File: src/inc/tlc_pkg.sv
/*
  Shared constants and types for the trail trace lock and compare block.
  Assumes one memory group per instance, A and B drop sides.
*/
package tlc_pkg;

  localparam int MSG_BYTES = 16;
  localparam int POS_W = 4;
  localparam int ALIGN_BIT = 7;

  localparam logic [7:0] ACC_A_BASE = 8'h40;
  localparam logic [7:0] EXP_A_BASE = 8'h50;
  localparam logic [7:0] ACC_B_BASE = 8'hC0;
  localparam logic [7:0] EXP_B_BASE = 8'hD0;

  localparam logic [POS_W-1:0] POS_FIRST = 4'h0;
  localparam logic [POS_W-1:0] POS_NEXT = 4'h1;
  localparam logic [POS_W-1:0] POS_LAST = 4'hF;

  localparam logic [1:0] CNT_ZERO = 2'h0;
  localparam logic [1:0] CNT_ONE = 2'h1;
  localparam logic [1:0] REPEATS_TO_LOCK = 2'h3;
  localparam logic [1:0] CHANGES_TO_UNLOCK = 2'h3;

  localparam logic [7:0] BYTE_RESET = 8'h00;

  typedef logic [MSG_BYTES-1:0][7:0] tlc_msg_t;

  typedef enum logic [1:0] {
    ST_IDLE,
    ST_SEARCH,
    ST_REPEAT,
    ST_LOCKED
  } tlc_state_e;

  typedef struct packed {
    logic valid;
    logic [7:0] data;
  } tlc_trace_s;

  typedef struct packed {
    logic compare_enable;
    logic length_select;
  } tlc_mode_s;

  typedef struct packed {
    logic rdi_enable;
    logic ais_enable;
  } tlc_conseq_s;

  typedef struct packed {
    logic lock_lost;
    logic mismatch;
    logic send_rdi;
    logic send_ais;
  } tlc_alarm_s;

endpackage : tlc_pkg

File: src/rtl/tlc_align_chk.sv
/*
  Alignment bit check for one incoming trace byte at a message position.
  Assumes the byte and position come from logic on the same clock.
*/
`timescale 1ns/100ps
module tlc_align_chk (
  input wire logic [7:0] data,
  input wire logic [tlc_pkg::POS_W-1:0] pos,
  output logic is_start,
  output logic fits
);

  logic first;

  // only the msb is framing; the low seven bits are payload
  assign is_start = data[tlc_pkg::ALIGN_BIT];
  assign first = (pos == tlc_pkg::POS_FIRST);
  assign fits = (is_start == first);

endmodule : tlc_align_chk

File: src/rtl/tlc_msg_cmp.sv
/*
  Whole-message comparator: flags any differing byte of two 16-byte stores.
  Assumes both stores are registered by the caller.
*/
`timescale 1ns/100ps
module tlc_msg_cmp #(
  parameter int BYTES = tlc_pkg::MSG_BYTES
) (
  input wire tlc_pkg::tlc_msg_t left_msg,
  input wire tlc_pkg::tlc_msg_t right_msg,
  output logic differ
);

  logic [BYTES-1:0] byte_diff;

  genvar i;
  generate
    for (i = 0; i < BYTES; i++) begin : g_byte
      assign byte_diff[i] = (left_msg[i] != right_msg[i]);
    end
  endgenerate

  assign differ = |byte_diff;

endmodule : tlc_msg_cmp

File: src/rtl/tlc_top.sv
/*
  Trail trace lock and compare for one port, A and B drop sides.
  Assumes trace bytes arrive from drop logic on CLK_SYS, one valid per byte,
  and that the processor port is synchronous to CLK_SYS.
  more than two sides would share the B pages; the map has only two.
*/
`timescale 1ns/100ps
module tlc_top #(
  parameter int SIDES = 2
) (
  input wire logic CLK_SYS,
  input wire logic RESET,
  input wire tlc_pkg::tlc_trace_s [SIDES-1:0] TRACE_IN,
  input wire tlc_pkg::tlc_mode_s [SIDES-1:0] TRACE_MODE,
  input wire tlc_pkg::tlc_conseq_s [SIDES-1:0] CONSEQ_ENABLE,
  input wire logic [7:0] CPU_ADDR,
  input wire logic CPU_WR,
  input wire logic CPU_RD,
  input wire logic [7:0] CPU_WDATA,
  output logic [7:0] CPU_RDATA,
  output tlc_pkg::tlc_alarm_s [SIDES-1:0] ALARM_OUT
);

  logic [SIDES-1:0][7:0] side_rdata;
  logic [SIDES-1:0] side_hit;
  logic [7:0] rdata_reg;
  logic [7:0] rdata_next;
  logic [7:0] rd_or;

  genvar s;
  generate
    for (s = 0; s < SIDES; s++) begin : g_side
      // each side owns all of its state below
      tlc_pkg::tlc_state_e state_reg;
      tlc_pkg::tlc_state_e state_next;
      logic [tlc_pkg::POS_W-1:0] pos_reg;
      logic [tlc_pkg::POS_W-1:0] pos_next;
      logic [1:0] rep_reg;
      logic [1:0] rep_next;
      logic [1:0] chg_reg;
      logic [1:0] chg_next;
      logic err_reg;
      logic err_next;
      logic lol_reg;
      logic lol_next;
      logic tim_reg;
      logic tim_next;
      logic rdi_reg;
      logic rdi_next;
      logic ais_reg;
      logic ais_next;
      tlc_pkg::tlc_msg_t acc_reg;
      tlc_pkg::tlc_msg_t acc_next;
      tlc_pkg::tlc_msg_t exp_reg;
      tlc_pkg::tlc_msg_t exp_next;

      tlc_pkg::tlc_trace_s tin;
      logic enabled;
      logic [3:0] acc_page;
      logic [3:0] exp_page;
      logic acc_wr;
      logic exp_wr;
      logic acc_sel;
      logic exp_sel;
      logic [tlc_pkg::POS_W-1:0] cpu_idx;
      logic is_start;
      logic fits;
      logic byte_diff;
      logic msg_err;
      logic exp_differs;

      assign tin = TRACE_IN[s];
      // 64-byte size or compare off keeps the machine parked
      assign enabled = TRACE_MODE[s].compare_enable &
                       ~TRACE_MODE[s].length_select;

      assign acc_page = (s == 0) ? tlc_pkg::ACC_A_BASE[7:4]
                                 : tlc_pkg::ACC_B_BASE[7:4];
      assign exp_page = (s == 0) ? tlc_pkg::EXP_A_BASE[7:4]
                                 : tlc_pkg::EXP_B_BASE[7:4];
      assign cpu_idx = CPU_ADDR[3:0];
      // whole-page decode; the low nibble picks the byte
      assign acc_sel = (CPU_ADDR[7:4] == acc_page);
      assign exp_sel = (CPU_ADDR[7:4] == exp_page);
      assign acc_wr = CPU_WR & acc_sel;
      assign exp_wr = CPU_WR & exp_sel;

      // framing test on the live byte at the expected position
      tlc_align_chk u_align (
        .data(tin.data),
        .pos(pos_reg),
        .is_start(is_start),
        .fits(fits)
      );

      // accepted against expected, all sixteen bytes at once
      tlc_msg_cmp #(
        .BYTES(tlc_pkg::MSG_BYTES)
      ) u_cmp (
        .left_msg(acc_reg),
        .right_msg(exp_reg),
        .differ(exp_differs)
      );

      // incoming byte against the accepted copy at the same position
      assign byte_diff = (tin.data != acc_reg[pos_reg]);
      // an error earlier in this message counts as well
      assign msg_err = err_reg | byte_diff;

      // per-side read answer; zero when neither page is ours
      assign side_hit[s] = acc_sel | exp_sel;
      assign side_rdata[s] = acc_sel ? acc_reg[cpu_idx] :
                             exp_sel ? exp_reg[cpu_idx] :
                             tlc_pkg::BYTE_RESET;

      // one next-state block for the machine and both stores
      always_comb begin
        state_next = state_reg;
        pos_next = pos_reg;
        rep_next = rep_reg;
        chg_next = chg_reg;
        err_next = err_reg;
        lol_next = lol_reg;
        tim_next = tim_reg;
        acc_next = acc_reg;
        exp_next = exp_reg;

        if (!enabled) begin
          // parking clears the counters so a re-enable starts clean
          state_next = tlc_pkg::ST_IDLE;
          pos_next = tlc_pkg::POS_FIRST;
          rep_next = tlc_pkg::CNT_ZERO;
          chg_next = tlc_pkg::CNT_ZERO;
          err_next = 1'b0;
          lol_next = 1'b0;
          tim_next = 1'b0;
        end else begin
          unique case (state_reg)
            tlc_pkg::ST_IDLE: begin
              // start of sequence: alarms initialised at once
              state_next = tlc_pkg::ST_SEARCH;
              pos_next = tlc_pkg::POS_FIRST;
              rep_next = tlc_pkg::CNT_ZERO;
              chg_next = tlc_pkg::CNT_ZERO;
              lol_next = 1'b1;
              tim_next = 1'b0;
            end
            tlc_pkg::ST_SEARCH: begin
              if (tin.valid) begin
                if (is_start) begin
                  // a new one-bit restarts capture at byte 0
                  acc_next[tlc_pkg::POS_FIRST] = tin.data;
                  pos_next = tlc_pkg::POS_NEXT;
                end else if (fits) begin
                  // zero-msb bytes at position 0 never reach here
                  acc_next[pos_reg] = tin.data;
                  pos_next = pos_reg + tlc_pkg::POS_NEXT;
                  if (pos_reg == tlc_pkg::POS_LAST) begin
                    state_next = tlc_pkg::ST_REPEAT;
                    rep_next = tlc_pkg::CNT_ZERO;
                  end
                end
              end
            end
            tlc_pkg::ST_REPEAT: begin
              if (tin.valid) begin
                if (byte_diff) begin
                  // no waiting for message end: any error abandons
                  state_next = tlc_pkg::ST_SEARCH;
                  pos_next = tlc_pkg::POS_FIRST;
                  rep_next = tlc_pkg::CNT_ZERO;
                end else begin
                  pos_next = pos_reg + tlc_pkg::POS_NEXT;
                  if (pos_reg == tlc_pkg::POS_LAST) begin
                    rep_next = rep_reg + tlc_pkg::CNT_ONE;
                    if (rep_reg + tlc_pkg::CNT_ONE ==
                        tlc_pkg::REPEATS_TO_LOCK) begin
                      state_next = tlc_pkg::ST_LOCKED;
                      lol_next = 1'b0;
                      tim_next = 1'b0;
                      chg_next = tlc_pkg::CNT_ZERO;
                      err_next = 1'b0;
                    end
                  end
                end
              end
            end
            tlc_pkg::ST_LOCKED: begin
              // sticky: expected rewrites cannot clear it
              tim_next = tim_reg | exp_differs;
              if (tin.valid) begin
                err_next = msg_err;
                pos_next = pos_reg + tlc_pkg::POS_NEXT;
                if (pos_reg == tlc_pkg::POS_LAST) begin
                  // one verdict per message, taken at its last byte
                  err_next = 1'b0;
                  if (msg_err) begin
                    chg_next = chg_reg + tlc_pkg::CNT_ONE;
                    if (chg_reg + tlc_pkg::CNT_ONE ==
                        tlc_pkg::CHANGES_TO_UNLOCK) begin
                      // straight back to search, alarms as at start
                      state_next = tlc_pkg::ST_SEARCH;
                      pos_next = tlc_pkg::POS_FIRST;
                      lol_next = 1'b1;
                      tim_next = 1'b0;
                      rep_next = tlc_pkg::CNT_ZERO;
                      chg_next = tlc_pkg::CNT_ZERO;
                    end
                  end else begin
                    // only consecutive changed messages count
                    chg_next = tlc_pkg::CNT_ZERO;
                  end
                end
              end
            end
          endcase
        end

        // software writes win over a same-cycle capture
        if (acc_wr) begin
          acc_next[cpu_idx] = CPU_WDATA;
        end
        if (exp_wr) begin
          exp_next[cpu_idx] = CPU_WDATA;
        end
      end

      always_comb begin
        rdi_next = tim_reg & CONSEQ_ENABLE[s].rdi_enable;
        ais_next = tim_reg & CONSEQ_ENABLE[s].ais_enable;
      end

      // consequent actions lag the mismatch flag by one clock
      always_ff @(posedge CLK_SYS) begin
        if (RESET) begin
          rdi_reg <= 1'b0;
          ais_reg <= 1'b0;
        end else begin
          rdi_reg <= rdi_next;
          ais_reg <= ais_next;
        end
      end

      always_ff @(posedge CLK_SYS) begin
        if (RESET) begin
          state_reg <= tlc_pkg::ST_IDLE;
          pos_reg <= tlc_pkg::POS_FIRST;
          rep_reg <= tlc_pkg::CNT_ZERO;
          chg_reg <= tlc_pkg::CNT_ZERO;
          err_reg <= 1'b0;
          lol_reg <= 1'b0;
          tim_reg <= 1'b0;
          acc_reg <= '0;
          exp_reg <= '0;
        end else begin
          state_reg <= state_next;
          pos_reg <= pos_next;
          rep_reg <= rep_next;
          chg_reg <= chg_next;
          err_reg <= err_next;
          lol_reg <= lol_next;
          tim_reg <= tim_next;
          acc_reg <= acc_next;
          exp_reg <= exp_next;
        end
      end

      assign ALARM_OUT[s].lock_lost = lol_reg;
      assign ALARM_OUT[s].mismatch = tim_reg;
      assign ALARM_OUT[s].send_rdi = rdi_reg;
      assign ALARM_OUT[s].send_ais = ais_reg;
    end
  endgenerate

  // with two sides the pages never overlap, so an or of the side answers is safe
  always_comb begin
    rd_or = tlc_pkg::BYTE_RESET;
    for (int i = 0; i < SIDES; i++) begin
      rd_or = rd_or | side_rdata[i];
    end
  end

  always_comb begin
    rdata_next = rdata_reg;
    if (CPU_RD) begin
      // unmapped addresses read back as zero
      rdata_next = (|side_hit) ? rd_or : tlc_pkg::BYTE_RESET;
    end
  end

  // registered so the bus sees a byte that cannot glitch
  always_ff @(posedge CLK_SYS) begin
    if (RESET) begin
      rdata_reg <= tlc_pkg::BYTE_RESET;
    end else begin
      rdata_reg <= rdata_next;
    end
  end

  assign CPU_RDATA = rdata_reg;

endmodule : tlc_top

File: config.mk
export PLATFORM = sky130hd
export DESIGN_NAME = tlc_top
export DESIGN_NICKNAME = d
export VERILOG_FILES = /design/src/inc/tlc_pkg.sv /design/src/rtl/tlc_align_chk.sv /design/src/rtl/tlc_msg_cmp.sv /design/src/rtl/tlc_top.sv
export SDC_FILE = /design/constraint.sdc
export NUM_CORES = 2
export LEC_CHECK = 0
export BUFFER_PORTS_ARGS = -buffer_cell sky130_fd_sc_hd__buf_2
export CORE_MARGIN = 5
export CORE_UTILIZATION = 36
export DETAILED_ROUTE_END_ITERATION = 8
export PLACE_DENSITY = 0.57
export SYNTH_ARGS = -nofsm -noshare
export SYNTH_HDL_FRONTEND = slang
export SYNTH_SLANG_ARGS = --single-unit
File: constraint.sdc
create_clock -name CLK_SYS -period 8 [get_ports CLK_SYS]
set_clock_uncertainty 0.1 [all_clocks]
set_input_delay 2 -clock CLK_SYS [delete_from_list [all_inputs] [get_ports CLK_SYS]]
set_output_delay 2 -clock CLK_SYS [all_outputs]
set_load 0.02 [all_outputs]
==> qor.yml <==
logic_synthesis:
  ys_warn_count: 0
  synth_seq_area_share_pct: 34.3
  syn-num-nets: 3613
  ys_types: 78
  synth_edf_count: 0
  async_flop_share_pct: 0
  yosysTopAreaCellShare_pct: 34.3
  ys_ff_latch: 550
  synth_area_um2: 32100
  synthCells: 3545
  synth_area_leaders: "dfxtp_1 (34%), mux4_2 (14%), mux2i_1 (8.2%)"
  ys.flop_type: "dfxtp_1"
  synth_largest_area_cell: "dfxtp_1"
  postSynthAreaPerCell_um2: 9.06
status:
  outcome: "complete, no violations"
critical_path:
  endpoint_kind: "register"
  path_max_fanout: 93
  worstPathArrival_ps: 5300
  crit_type: "in2reg"
  start_kind: "primary input"
  timing.rr.end: "g_side[1].acc_reg[49]"
  required_ps: 8400
  reg2reg_from: "g_side[1].pos_reg[1]"
  rr_worst_depth: 10
  r2r_setup_slack_ps: 3950
clock_network:
  clk_latency_ps: 660
  clock-sinks: 550
  cts_buffers: 59
  clkTransAtPathRegs_ps: 60
  cts_tree: "done"
  cts_htree_levels: 2
  hold_buffers: 0
  clk_path_buf_depth: 3
  cts_resized: 0
  root_buffer: "clkbuf_16"
  post-cts-setup-buffers: 0
grt:
  grt_util_all_layers_pct: 27.3
  grt_max_degree: 166
  grt-ovfl-total: 0
  grt_pass1_wl_mm: 194
  grt_antenna_before_repair: 6
  grt_pass1_vias: 26300
cells_and_area:
  final_nets: 3446
  area_delta_synth_final_pct: 9.16
  drive_gt1_share_pct: 13.2
  fin_cells: 4593
detailed_routing:
  drtIter0Drc: 3835
  drc: 0
  routed_wl_mm: 135
  drt-pass1-iter-count: 8
  antenna_left: 0
  vias_per_cell: 6.22
  post_drt_wl_per_cell_um: 29.3
  vias: 28600
power_and_ir_drop:
  power_density_nw_per_um2: 173
  leakagePower_uw: 0.0127
  peakVddDrop_v: 0.000152
min_path:
  min_to: "g_side[1].lol_reg"
  hold_start: "g_side[1].lol_reg"
  holdPathStages: 2
  hold_class: "reg2reg"
floorplan:
  boundaryPins: 62
  die_width_um: 309
  rows: 109
  coreArea_um2: 88500
  die_y_um: 309
  fp.dieArea_um2: 95300
  start_util_pct: 36.3
sta:
  finalCriticalPeriod_ps: 4910
  hold_viol_final: 0
  slew_headroom_pct: 3.44
  period_share_pct: 61.3
  fin_setup_tns_ps: 0
  slew_violations: 0
  setup_viol: 0
  rsz0062_at_grt: "false"
  worst_slew_pin_slew_ps: 1440
  max_clock_freq_mhz: 204
placement:
  io_buffers: 61
  place_inst: 4482
  place.gp.congestion: 1.03
  place_hpwl_mm: 94.8
run:
  cap_violations: 0
metal layers:
layer | global-route usage, % | vias to the layer above | share of wire [%]
met5 | 0 | - | 0.035
met4 | 6.26 | 8 | 2.7
met3 | 10.2 | 247 | 13
met2 | 39.9 | 1647 | 42
met1 | 38.5 | 14000 | 42
li1 | - | 12600 | -
synthesized netlist by cell type (47+ instances only):
cell type / instances
a211oi_1: 229
a21oi_1: 317
clkbuf_1: 266
dfxtp_1: 550
inv_1: 47
mux2i_1: 263
mux4_2: 198
nand2_1: 368
nand3_1: 342
nor2_1: 281
xnor2_1: 133
xor2_1: 118
per-stage QoR:
stage	power (uW)	cell area (um2)	setup WS, ps	hold slack (ps)	utilization [%]
after detailed placement	3180	33000	2430	335	37.3
after global routing	6220	35000	2820	372	39.6
final	6060	35000	3090	341	39.6
after CTS	6090	35000	3120	344	39.6
after global placement	3180	33000	2450	334	37.3
after floorplan	3040	32100	3120	322	-
worst max-delay path, cell delays in order:
cell	delay (ps)
buf_8	690
buf_4	800
mux4_2	620
mux4_2	470
a22o_1	230
o21ai_0	190
a21oi_1	90
worst max path at each step:
stage	to	cells past startpoint	startpoint	slack, ps
after floorplan	CPU_RDATA[6]	9	CPU_ADDR[0]	3120
after global placement	CPU_RDATA[4]	8	CPU_ADDR[0]	2450
after detailed placement	CPU_RDATA[0]	7	CPU_ADDR[0]	2430
after CTS	CPU_RDATA[0]	7	CPU_ADDR[0]	3120
after global routing	CPU_RDATA[4]	8	CPU_ADDR[0]	2820
final	CPU_RDATA[0]	7	CPU_ADDR[0]	3090
layout make-up:
| class | instances | area, um2 |
|---|---|---|
| Fill cell | 8791 | 53500 |
| Multi-Input combinational cell | 2611 | 19700 |
| Sequential cell | 550 | 11000 |
| Clock buffer | 79 | 1670 |
| Tap cell | 1165 | 1460 |
| Timing Repair Buffer | 108 | 709 |
| Clock inverter | 29 | 355 |
| Inverter | 48 | 180 |
| Antenna cell | 3 | 7.51 |
cell families (layout without fill, tap and decap cells):
logic type / after synthesis / count (layout) / share of synthesized area, %
simple gates: 1175 / 1175 / 16.7
compound gates: 684 / 684 / 13.6
flops: 550 / 550 / 34.3
mux: 479 / 479 / 23.0
buf+inv: 384 / 264 / 4.70
xor+xnor: 251 / 251 / 6.85
fa+ha+maj: 22 / 22 / 0.857
other cells: 0 / 3 / 0
cell usage in the layout (no fill, tap or decap), types with 9 or more instances in the layout:
cell and n:
dfxtp_1 546, nand2_1 368, nand3_1 342, a21oi_1 317, nor2_1 272, mux2i_1 263, a211oi_1 229, mux4_2 198
xnor2_1 133, xor2_1 118, clkbuf_16 59, buf_2 58, inv_1 47, nand4_1 45, buf_4 45, nor4_1 41
a22oi_1 30, ha_1 22, o22ai_1 19, nand2b_1 13, o21ai_0 13, nor2b_1 12, mux2_2 12, clkbuf_8 12
a221oi_1 11, clkinv_2 11, and2_1 10, a22o_1 10, nand3b_1 10, nor2_2 9, nor3_1 9
power by group:
group | total, uW | leakage [uW] | switching [uW] | internal, uW
Clock | 2930 | 0.000992 | 1240 | 1690
Sequential | 2750 | 0.00443 | 10.2 | 2740
Combinational | 371 | 0.00729 | 282 | 89.3
Total | 6060 | 0.0127 | 1530 | 4520
Note: power is estimated with default switching activity, not from simulation.
